--- config.mk ---
export PLATFORM = sky130hd
export DESIGN_NAME = reset_powerdown_shift_clock
export DESIGN_NICKNAME = d
export VERILOG_FILES = /design/src/hw/rps_pkg.sv /design/src/hw/reg_store.sv /design/src/hw/reset_powerdown_shift_clock.sv
export SDC_FILE = /design/constraint.sdc
export NUM_CORES = 1
export LEC_CHECK = 0
export ABC_CLOCK_PERIOD_IN_PS = 2100
export BUFFER_PORTS_ARGS = -buffer_cell sky130_fd_sc_hd__buf_2
export CAP_MARGIN = 20
export CORE_AREA = 2 2 157 113
export CTS_CLUSTER_DIAMETER = 120
export CTS_CLUSTER_SIZE = 14
export DETAILED_ROUTE_END_ITERATION = 12
export DIE_AREA = 0 0 159 115
export PLACE_DENSITY = 0.65
export SLEW_MARGIN = 15
export SYNTH_ARGS = -nofsm -noshare
export SYNTH_HDL_FRONTEND = slang
export SYNTH_HIERARCHICAL = 1
export SYNTH_SLANG_ARGS = --single-unit
export TNS_END_PERCENT = 5
--- constraint.sdc ---
create_clock -name clk_i -period 2.1 [get_ports clk_i]
set_input_delay 0.63 -clock clk_i [delete_from_list [all_inputs] [get_ports clk_i]]
set_output_delay 0.63 -clock clk_i [all_outputs]
set_load 0.02 [all_outputs]
--- src/hw/rps_pkg.sv ---
// Constants shared by the reset, power-down and shift-clock block.
// Assumes a single 50 MHz clock standing in for the master clock.
package rps_pkg;
   localparam int unsigned CLK_HZ         = 50_000_000;
   localparam int unsigned SCLK_DIV       = 4;
   localparam int unsigned WORD_BITS      = 16;
   localparam int unsigned REG_COUNT      = 9;
   localparam int unsigned REG_W          = 8;
   // Default register contents: A, B select 16 kHz conversion, 7.2 kHz band
   localparam logic [7:0]  DFLT_NOOP      = 8'h00;
   localparam logic [7:0]  DFLT_A         = 8'h12;
   localparam logic [7:0]  DFLT_B         = 8'h12;
   localparam logic [7:0]  DFLT_APRIME    = 8'h00;
   localparam logic [7:0]  DFLT_GAIN      = 8'h00;
   localparam logic [7:0]  DFLT_ANALOG    = 8'h00;
   localparam logic [7:0]  DFLT_DIGITAL   = 8'h00;
   localparam logic [7:0]  DFLT_FSD       = 8'h00;
   localparam logic [7:0]  DFLT_FSNUM     = 8'h01;
   localparam logic [3:0]  ADDR_LSB       = 4'h8;
   localparam logic [1:0]  DIV_HALF       = 2'h1;
   localparam logic [1:0]  DIV_LAST       = 2'h3;
   localparam logic [4:0]  BITS_LAST      = 5'h0f;
   typedef enum logic [1:0] {ST_IDLE, ST_SHIFT, ST_DONE} xfer_e;
endpackage : rps_pkg

--- src/hw/reg_store.sv ---
// Small register store holding the programmed configuration words.
// Assumes writes and reads on the same clock; read data is registered.
`timescale 1ns/1ps
module reg_store #(
   parameter int unsigned DEPTH = rps_pkg::REG_COUNT,
   parameter int unsigned WIDTH = rps_pkg::REG_W
) (
   input  wire logic                     clk_i,
   input  wire logic                     nrst_i,
   input  wire logic                     we_i,
   input  wire logic [3:0]               waddr_i,
   input  wire logic [WIDTH-1:0]         wdata_i,
   input  wire logic [3:0]               raddr_i,
   output logic      [WIDTH-1:0]         rdata_o
);
   logic [WIDTH-1:0] mem_r [DEPTH];
   logic [WIDTH-1:0] dflt  [DEPTH];

   assign dflt[0] = rps_pkg::DFLT_NOOP;
   assign dflt[1] = rps_pkg::DFLT_A;
   assign dflt[2] = rps_pkg::DFLT_B;
   assign dflt[3] = rps_pkg::DFLT_APRIME;
   assign dflt[4] = rps_pkg::DFLT_GAIN;
   assign dflt[5] = rps_pkg::DFLT_ANALOG;
   assign dflt[6] = rps_pkg::DFLT_DIGITAL;
   assign dflt[7] = rps_pkg::DFLT_FSD;
   assign dflt[8] = rps_pkg::DFLT_FSNUM;

   genvar g;
   generate
      for (g = 0; g < DEPTH; g++) begin : g_word
         // Reset loads defaults; power-down never touches the store
         always_ff @(posedge clk_i) begin
            if (!nrst_i) begin
               mem_r[g] <= dflt[g];
            end else if (we_i && (waddr_i == 4'(g))) begin
               mem_r[g] <= wdata_i;
            end
         end
      end
   endgenerate

   always_ff @(posedge clk_i) begin
      if (!nrst_i) begin
         rdata_o <= '0;
      end else if (raddr_i < 4'(DEPTH)) begin
         rdata_o <= mem_r[raddr_i];
      end else begin
         rdata_o <= '0;
      end
   end
endmodule : reg_store

--- src/hw/reset_powerdown_shift_clock.sv ---
// Reset, power-down and shift-clock control with 16-bit serial framing.
// Assumes clk_i is the master clock; all input pins except nrst_i and tx_word_i pass two synchronising flops.
// Overview of operation
// - Low sleep input powers down but keeps every programmed register value.
// - Sleep released: operation resumes from retained state, no reprogramming.
// - Reset clears internal counters and sets control registers to their defaults.
// - Reset loads defaults, enters preset state, restarts serial link cleanly.
// - Defaults give 7.2 kHz bandwidth and default rate at nominal clock.
// - Shift clock moves serial data only within the frame-sync interval.
// - Master mode drives shift clock at master clock divided by four.
// - Master-select high makes the device master, low makes it slave.
// - Falling frame sync starts 16-bit exchange; slave sync low one period.
`timescale 1ns/1ps
module reset_powerdown_shift_clock #(
   parameter int unsigned WORD_BITS = rps_pkg::WORD_BITS
) (
   input  wire logic        clk_i,
   input  wire logic        nrst_i,
   input  wire logic        sleep_n_pin_i,
   input  wire logic        master_sel_i,
   input  wire logic        sclk_i,
   output logic             sclk_o,
   output logic             sclk_oe_o,
   input  wire logic        frame_sync_n_i,
   output logic             frame_sync_n_o,
   output logic             frame_sync_n_oe_o,
   input  wire logic        din_i,
   output logic             dout_o,
   input  wire logic [15:0] tx_word_i,
   output logic [15:0]      rx_word_o,
   output logic             rx_valid_o,
   output logic [7:0]       cfg_b_o,
   output logic             awake_o
);
   logic [1:0] sleep_s_r, msel_s_r, sclk_s_r, fs_s_r, din_s_r;
   logic       sclk_d_r, fs_d_r;

   always_ff @(posedge clk_i) begin
      if (!nrst_i) begin
         sleep_s_r <= '0;
         msel_s_r  <= '0;
         sclk_s_r  <= '0;
         fs_s_r    <= 2'h3;
         din_s_r   <= '0;
         sclk_d_r  <= 1'b0;
         fs_d_r    <= 1'b1;
      end else begin
         sleep_s_r <= {sleep_s_r[0], sleep_n_pin_i};
         msel_s_r  <= {msel_s_r[0], master_sel_i};
         sclk_s_r  <= {sclk_s_r[0], sclk_i};
         fs_s_r    <= {fs_s_r[0], frame_sync_n_i};
         din_s_r   <= {din_s_r[0], din_i};
         sclk_d_r  <= sclk_s_r[1];
         fs_d_r    <= fs_s_r[1];
      end
   end

   wire awake    = sleep_s_r[1];
   wire is_mast  = msel_s_r[1];

   // Divide-by-four shift clock generator, held at zero while asleep
   logic [1:0] div_r;
   always_ff @(posedge clk_i) begin
      if (!nrst_i || !awake) begin
         div_r <= '0;
      end else begin
         div_r <= div_r + 2'h1;
      end
   end
   wire msclk      = div_r[1];
   // Data in lags two sync flops, so it is taken at the end of its bit
   wire m_rise     = awake && (div_r == rps_pkg::DIV_LAST);
   wire m_fall     = awake && (div_r == rps_pkg::DIV_LAST);
   wire s_rise     = awake && sclk_s_r[1] && !sclk_d_r;
   wire s_fall     = awake && !sclk_s_r[1] && sclk_d_r;
   wire sh_rise    = is_mast ? m_rise : s_rise;
   wire sh_fall    = is_mast ? m_fall : s_fall;

   rps_pkg::xfer_e st_r;
   logic [4:0]     bit_r;
   logic [15:0]    sh_in_r, sh_out_r;
   logic           fs_out_r;
   logic           go_r;

   wire fs_fell    = !fs_s_r[1] && fs_d_r;
   wire start      = is_mast ? (st_r == rps_pkg::ST_IDLE && m_fall) : fs_fell;
   wire last_bit   = bit_r == rps_pkg::BITS_LAST;

   always_ff @(posedge clk_i) begin
      if (!nrst_i) begin
         st_r       <= rps_pkg::ST_IDLE;
         bit_r      <= '0;
         sh_in_r    <= '0;
         sh_out_r   <= '0;
         fs_out_r   <= 1'b1;
         rx_word_o  <= '0;
         rx_valid_o <= 1'b0;
         go_r       <= 1'b0;
      end else begin
         rx_valid_o <= 1'b0;
         case (st_r)
            rps_pkg::ST_IDLE: begin
               if (start) begin
                  st_r     <= rps_pkg::ST_SHIFT;
                  bit_r    <= '0;
                  sh_out_r <= tx_word_i;
                  fs_out_r <= 1'b0;
                  go_r     <= 1'b1;
               end
            end
            rps_pkg::ST_SHIFT: begin
               if (sh_rise) begin
                  sh_in_r <= {sh_in_r[14:0], din_s_r[1]};
               end
               if (sh_fall) begin
                  if (last_bit) begin
                     st_r     <= rps_pkg::ST_DONE;
                     fs_out_r <= 1'b1;
                  end else begin
                     bit_r    <= bit_r + 5'h01;
                     sh_out_r <= {sh_out_r[14:0], 1'b0};
                  end
               end
            end
            rps_pkg::ST_DONE: begin
               rx_word_o  <= sh_in_r;
               rx_valid_o <= 1'b1;
               go_r       <= 1'b0;
               st_r       <= rps_pkg::ST_IDLE;
            end
            default: st_r <= rps_pkg::ST_IDLE;
         endcase
      end
   end

   wire in_frame = (st_r == rps_pkg::ST_SHIFT) && awake;

   // Output pins driven from flops
   always_ff @(posedge clk_i) begin
      if (!nrst_i) begin
         sclk_o            <= 1'b0;
         sclk_oe_o         <= 1'b0;
         frame_sync_n_o    <= 1'b1;
         frame_sync_n_oe_o <= 1'b0;
         dout_o            <= 1'b0;
      end else begin
         sclk_o            <= is_mast && awake && msclk;
         sclk_oe_o         <= is_mast;
         frame_sync_n_o    <= fs_out_r || !awake;
         frame_sync_n_oe_o <= is_mast;
         dout_o            <= in_frame && sh_out_r[15];
      end
   end

   // Configuration held across sleep; written from a received command word
   logic [7:0] cfg_rd;
   wire        cfg_we = rx_valid_o && awake;
   reg_store u_store (
      .clk_i   (clk_i),
      .nrst_i  (nrst_i),
      .we_i    (cfg_we),
      .waddr_i (rx_word_o[11:8]),
      .wdata_i (rx_word_o[7:0]),
      .raddr_i (4'h2),
      .rdata_o (cfg_rd)
   );
   assign cfg_b_o = cfg_rd;
   assign awake_o = awake;

   // Assertions
   logic nrst_d_r;
   always_ff @(posedge clk_i) nrst_d_r <= nrst_i;

   // Counts awake master cycles spent shifting in the current frame
   logic [6:0] frame_len_r;
   wire  [6:0] len_last = 7'(WORD_BITS * rps_pkg::SCLK_DIV - 1);
   always_ff @(posedge clk_i) begin
      if (!nrst_i || !awake || !is_mast || st_r != rps_pkg::ST_SHIFT) begin
         frame_len_r <= '0;
      end else begin
         frame_len_r <= frame_len_r + 7'h01;
      end
   end
endmodule : reset_powerdown_shift_clock

==> flow_summary_export.csv, run 1 <==
group,metric,value,unit
placement,place_area,0.007297,sq mm
worst_hold_path,holdPathStages,2,
clock_tree,postCtsHoldBufs,0,
clock_tree,cts.sinks,155,
power,power_frac_clock,0.472,
worst_setup_path,cp_cell_sequence,"ha_1 > and3_1 > ha_1 > inv_1 > o2111ai_4 > a21oi_4 > buf_12 > mux2i_2",
placement,pre_cts_ws,0.02874,ns
power,total_power,6.915,mW
timing,relSlewSlack,0.5701,
placement,gp_congestion,0.8138,
worst_setup_path,crit_slowest_cell,"dfxtp_1",
drt,post_drt_wl_per_cell,16.99,um
worst_setup_path,cp_slowest_stage_delay,0.34,ns
clock_tree,h-tree-depth,4,
timing,finalWorstPathRequiredPeriod,2.031,ns
layout,mostFrequentLayoutCells,"dfxtp_1 (83), and2_1 (79), edfxtp_1 (72)",
drt,via_count,4430,
power,internal_power,5.436,mW
run_status,outcome,"finished clean",
worst_setup_path,start_kind,"flop",
layout,final_area,0.007995,sq mm
worst_setup_path,worst-path-stages,8,
drt,firstDrtPassIters,5,
layout,nets,677,
global_route,antenna_found_initial,0,
worst_setup_path,cp.required,2.43,ns
layout,instances_no_fill,895,
synth,synth-seq-area-share,0.5761,
synth,synth_edf_count,72,
worst_hold_path,worstHoldPathType,"in2reg",
die,ios,54,
worst_setup_path,crit_family,"adder cells",
timing,fin_skew,0.01498,ns
placement,dp.cells,861,
timing,holdWs,0.3837,ns
global_route,grt_max_degree,44,
power,p_leak,2.977,nW
die,core-area,0.01682,sq mm
run,cap_violations,0,
power,power_density,864.9,mW/mm^2
worst_setup_path,critPathCaptureType,"flop",
layout,drive_above_1_share,0.2289,
clock_tree,clock_path_buffers,2,
layout,layout.area.seq,0.003824,sq mm
drt,wirelength,15210,um
timing,setup-tns-final,0,ns
worst_setup_path,worstRegToRegCells,8,
clock_tree,cts_root_buffer,"clkbuf_16",
placement,dp_hpwl,10420,um
clock_tree,cts_tree,"yes",
global_route,grt_overflow_total,0,
synth,synth_seq_cells,155,
timing,worst_pin_slew,0.6442,ns
timing,drv_slew,0,
drt,drc,0,
layout,n_fill_cell,1556,
worst_setup_path,critPathMaxFanout,8,
die,die_area,0.01829,sq mm
timing,setup_violations,0,
power,seq_power_share,0.475,
global_route,grt_pass1_vias,4432,
worst_setup_path,cp_common_cell,"ha_1",
clock_tree,clock_latency,0.43,ns
power,switching_share,0.2139,
drt,vias_per_cell,4.950,
die,start_util,0.3947,
die,die_x,159,um
drt,ant_nets,0,
synth,ys_types,56,
power,p_sw,1.479,mW
timing,finalHoldViolations,0,
power,combPwrFrac,0.052,
layout,utilization,0.4754,
clock_tree,cts_buffers,17,
worst_setup_path,critPathKind,"reg2reg",
global_route,grt_util_all_layers,0.1737,
die,die_h,115,um
worst_setup_path,arrival,2.36,ns
synth,syn_area_per_cell,11.79,sq um
layout,diodes,0,
timing,setup_slack,0.06903,ns
global_route,grt_first_pass_wirelength,23970,um
layout,synthToLayoutAreaGrowth,20.45,%
timing,post-route-period-util,0.9671,
worst_setup_path,path_buf_inv,2,
timing,max_freq,492.4,MHz
layout,final_common_cell,"dfxtp_1",
clock_tree,clk_pin_slew,0.06,ns
synth,yosysWarnings,6,
synth,synthCells,563,
synth,syn-cell-area,0.006638,sq mm
synth,synth_ff_type,"dfxtp_1",
power,peakVddDrop,0.4501,mV
synth,synthArstFlopShare,0,
die,placementRows,40,
placement,io_buffers,53,
drt,drtIter0Drc,344,
layout,multi_input_area,0.002673,sq mm
==> kinds of logic after synthesis <==
group / count (synthesis) / synth area share
and+or+nand+nor: 233 / 0.1966
DFF: 155 / 0.5761
AOI/OAI and AO/OA: 77 / 0.08445
muxes: 55 / 0.1031
buffers and inverters: 38 / 0.03298
adders and majority gates: 3 / 0.005656
other: 2 / 0.001131
==> registers in the layout (all words and copies together) (netlist names), 5 cells and up <==
name             cells
bit_r                5
rx_word_o           16
sh_in_r             16
sh_out_r            16
u_store/mem_r       72
u_store/rdata_o      8
==> synthesized netlist by cell type (2+ instances only) <==
library cell	n	area share
clkbuf_1	12	0.0068
edfxtp_1	72	0.33
o2111ai_1	2	0.0026
or3_1	3	0.0028
inv_1	7	0.0040
nand2_1	66	0.037
a221oi_1	4	0.0053
ha_1	3	0.0057
buf_2	7	0.0053
conb_1	2	0.0011
buf_6	4	0.0068
nand2b_1	12	0.011
mux2_2	6	0.010
nor3_4	2	0.0049
o211ai_1	16	0.018
nor3b_1	2	0.0023
and3_1	5	0.0047
nand3b_1	3	0.0034
buf_4	2	0.0023
nand4_1	2	0.0019
or3b_1	2	0.0026
mux2i_1	41	0.062
nor2_1	10	0.0057
nor2_2	2	0.0019
nor2b_1	19	0.018
mux4_1	7	0.028
o22ai_1	4	0.0038
or2_2	16	0.015
nor3_1	2	0.0015
dfxtp_1	83	0.25
o21ai_0	11	0.0083
a21oi_1	8	0.0060
and2_1	79	0.074
o31a_1	2	0.0026
clkbuf_2	2	0.0015
nand3_1	4	0.0030
a21boi_0	15	0.017
a22oi_1	3	0.0034
a32o_1	4	0.0060
==> power groups by stage <==
stage                     Sequential (mW)  Clock (mW)  Combinational, mW
after floorplan                      3.35           0              0.233
after global placement               3.35           0              0.335
after detailed placement             3.35           0              0.343
after CTS                            3.29        3.32              0.344
after global routing                 3.30        3.44              0.396
final                                3.29        3.27              0.361
==> per-layer routing <==
metal | vias up | share of wire | track usage
li1 | 2152 | - | -
met1 | 2175 | 0.49 | 0.2343
met2 | 90 | 0.45 | 0.2675
met3 | 13 | 0.046 | 0.05195
met4 | 0 | 0.013 | 0.06303
met5 | - | 0 | 0
==> layout make-up <==
type	count	share of cell area
inverters	8	0.003756
well taps	231	0.03615
repair buffers	86	0.06792
multi-input cells	383	0.3343
flip-flops and latches	155	0.4782
clock buffers	20	0.05994
clock inverters	12	0.01972
==> final timing paths <==
path                        from     endpoint  slack [ns]
hold reg to reg        fs_s_r[0]    fs_s_r[1]        0.42
hold / removal    frame_sync_n_i    fs_s_r[0]        0.38
setup / recovery        bit_r[0]  sh_out_r[6]        0.07
setup reg to reg        bit_r[0]  sh_out_r[6]        0.07
==> what timing repair did <==
action	CTS	global route
gates resized for setup	0	4
endpoints found under the setup margin	0	15
buffers inserted	0	1
(Power assumes the default switching activity.)
==> run 2: changes to the inputs <==
--- a/config.mk
+++ b/config.mk
@@ -6,7 +6,7 @@
 export NUM_CORES = 1
 export LEC_CHECK = 0
 export ABC_CLOCK_PERIOD_IN_PS = 2100
-export BUFFER_PORTS_ARGS = -buffer_cell sky130_fd_sc_hd__buf_2
+export BUFFER_PORTS_ARGS = -buffer_cell sky130_fd_sc_hd__buf_4
 export CAP_MARGIN = 20
 export CORE_AREA = 2 2 157 113
 export CTS_CLUSTER_DIAMETER = 120
==> flow_summary_export.csv, run 2 (synthesized netlist as in run 1, its figures left out) <==
group,metric,value,unit
drt,wirelength,14910,um
die,core-area,0.01682,sq mm
worst_hold_path,worstHoldPathType,"in2reg",
timing,setup-tns-final,0,ns
worst_setup_path,cp_common_cell,"ha_1",
die,die_area,0.01829,sq mm
drt,firstDrtPassIters,5,
placement,io_buffers,53,
placement,pre_cts_ws,0.1721,ns
timing,max_freq,501.4,MHz
worst_setup_path,critPathMaxFanout,10,
worst_setup_path,critPathCaptureType,"flop",
clock_tree,h-tree-depth,4,
layout,layout.area.seq,0.003824,sq mm
layout,regMostFlops,"u_store/mem_r",
timing,relSlewSlack,0.5025,
power,power_density,850.1,mW/mm^2
clock_tree,cts_buffers,17,
power,peakVddDrop,0.4715,mV
die,start_util,0.3947,
clock_tree,cts_root_buffer,"clkbuf_16",
worst_setup_path,cp_cell_sequence,"ha_1 > and3_1 > ha_1 > inv_2 > o2111ai_4 > a21oi_4 > clkbuf_16 > mux2i_1",
layout,nets,669,
timing,holdWs,0.4012,ns
placement,dp_hpwl,9876,um
power,total_power,6.884,mW
worst_setup_path,crit_slowest_cell,"dfxtp_1",
timing,fin_skew,0.005913,ns
placement,gp_congestion,0.8024,
clock_tree,post_cts_buffers,0,
timing,worst_pin_slew,0.7405,ns
timing,finalWorstPathRequiredPeriod,1.994,ns
layout,final_area,0.008098,sq mm
drt,vias_per_cell,4.961,
layout,multi_input_area,0.002675,sq mm
drt,ant_nets,0,
global_route,grt_pass1_vias,4425,
die,ios,54,
global_route,grt_overflow_total,0,
worst_setup_path,arrival,2.35,ns
layout,synthToLayoutAreaGrowth,22.00,%
timing,finalHoldViolations,0,
layout,largest_reg_flops,72,
layout,drive_above_1_share,0.2241,
die,die_x,159,um
worst_setup_path,critPathKind,"reg2reg",
global_route,antenna_found_initial,0,
placement,place_area,0.007382,sq mm
timing,post-route-period-util,0.9497,
layout,mostFrequentLayoutCells,"dfxtp_1 (83), and2_1 (79), buf_4 (74)",
global_route,grt_first_pass_wirelength,23390,um
global_route,grt_max_degree,91,
timing,drv_slew,0,
run,cap_violations,0,
clock_tree,cts_tree,"yes",
run_status,outcome,"finished clean",
layout,diodes,0,
layout,final_common_cell,"dfxtp_1",
drt,via_count,4400,
die,placementRows,40,
worst_setup_path,cp.required,2.45,ns
clock_tree,postCtsHoldBufs,0,
worst_setup_path,cp_slowest_stage_delay,0.34,ns
timing,setup_slack,0.1056,ns
global_route,grt_util_all_layers,0.1669,
clock_tree,cts_resized,0,
worst_setup_path,start_kind,"flop",
drt,drc,0,
clock_tree,clock_path_buffers,2,
drt,post_drt_wl_per_cell,16.81,um
clock_tree,cts.sinks,155,
drt,drtIter0Drc,343,
power,p_leak,2.976,nW
layout,n_fill_cell,1519,
clock_tree,clock_latency,0.42,ns
clock_tree,clk_pin_slew,0.06,ns
timing,setup_violations,0,
die,die_h,115,um
## run 2: changes by cell type in the layout (fill, tap and decap cells not counted), sizes merged
cell,change
buf,-9
inv,-2
bufinv,-1
clkinvlp,-1
clkinv,+1
clkbuf,+4
## run 2: where the power goes
| group | internal, mW | leakage, nW | switching, mW |
|---|---|---|---|
| Combinational | 0.181 | 1.32 | 0.198 |
| Sequential | 3.25 | 1.35 | 0.0366 |
| Clock | 2.02 | 0.315 | 1.19 |
## run 2: final timing paths
kind | start | end | slack (ns) | depth (start not counted)
setup / recovery | bit_r[0] | sh_out_r[2] | 0.11 | 8
hold / removal | frame_sync_n_i | fs_s_r[0] | 0.40 | 2
setup reg to reg | bit_r[0] | sh_out_r[2] | 0.11 | 8
hold reg to reg | fs_s_r[0] | fs_s_r[1] | 0.41 | 1
## run 2: routing by layer
metal  global-route usage  wire length [um]  vias up
met1               0.2333              7460     2148
met5                    0                 0        -
met4              0.07091               197        0
met3              0.03752               600       16
met2               0.2519              6652       93
li1                     -                 -     2143
## run 2: cell type report
type                       count  area share
tap                          231     0.03569
timing repair buffer          78     0.07973
inverter                       8    0.003708
clock inverter                 9     0.01267
multi-input combinational    383      0.3303
clock buffer                  23     0.06567
sequential                   155      0.4722
## run 2: critical path: cells and delay by family, from the launching register on
kind | cells | cell delay [ns]
adder cells (fa/ha/maj) | 2 | 0.45
AO/OA/AOI/OAI | 2 | 0.43
flip-flops | 1 | 0.34
buffers and inverters | 2 | 0.32
AND/OR/NAND/NOR | 1 | 0.20
multiplexers | 1 | 0.18
## run 2: stage by stage
stage	cells	utilization
6_report	887	0.4815
5_1_grt	887	0.4815
4_1_cts	885	0.4767
3_5_place_dp	853	0.4390
3_3_place_gp	853	0.4390
2_1_floorplan	576	-
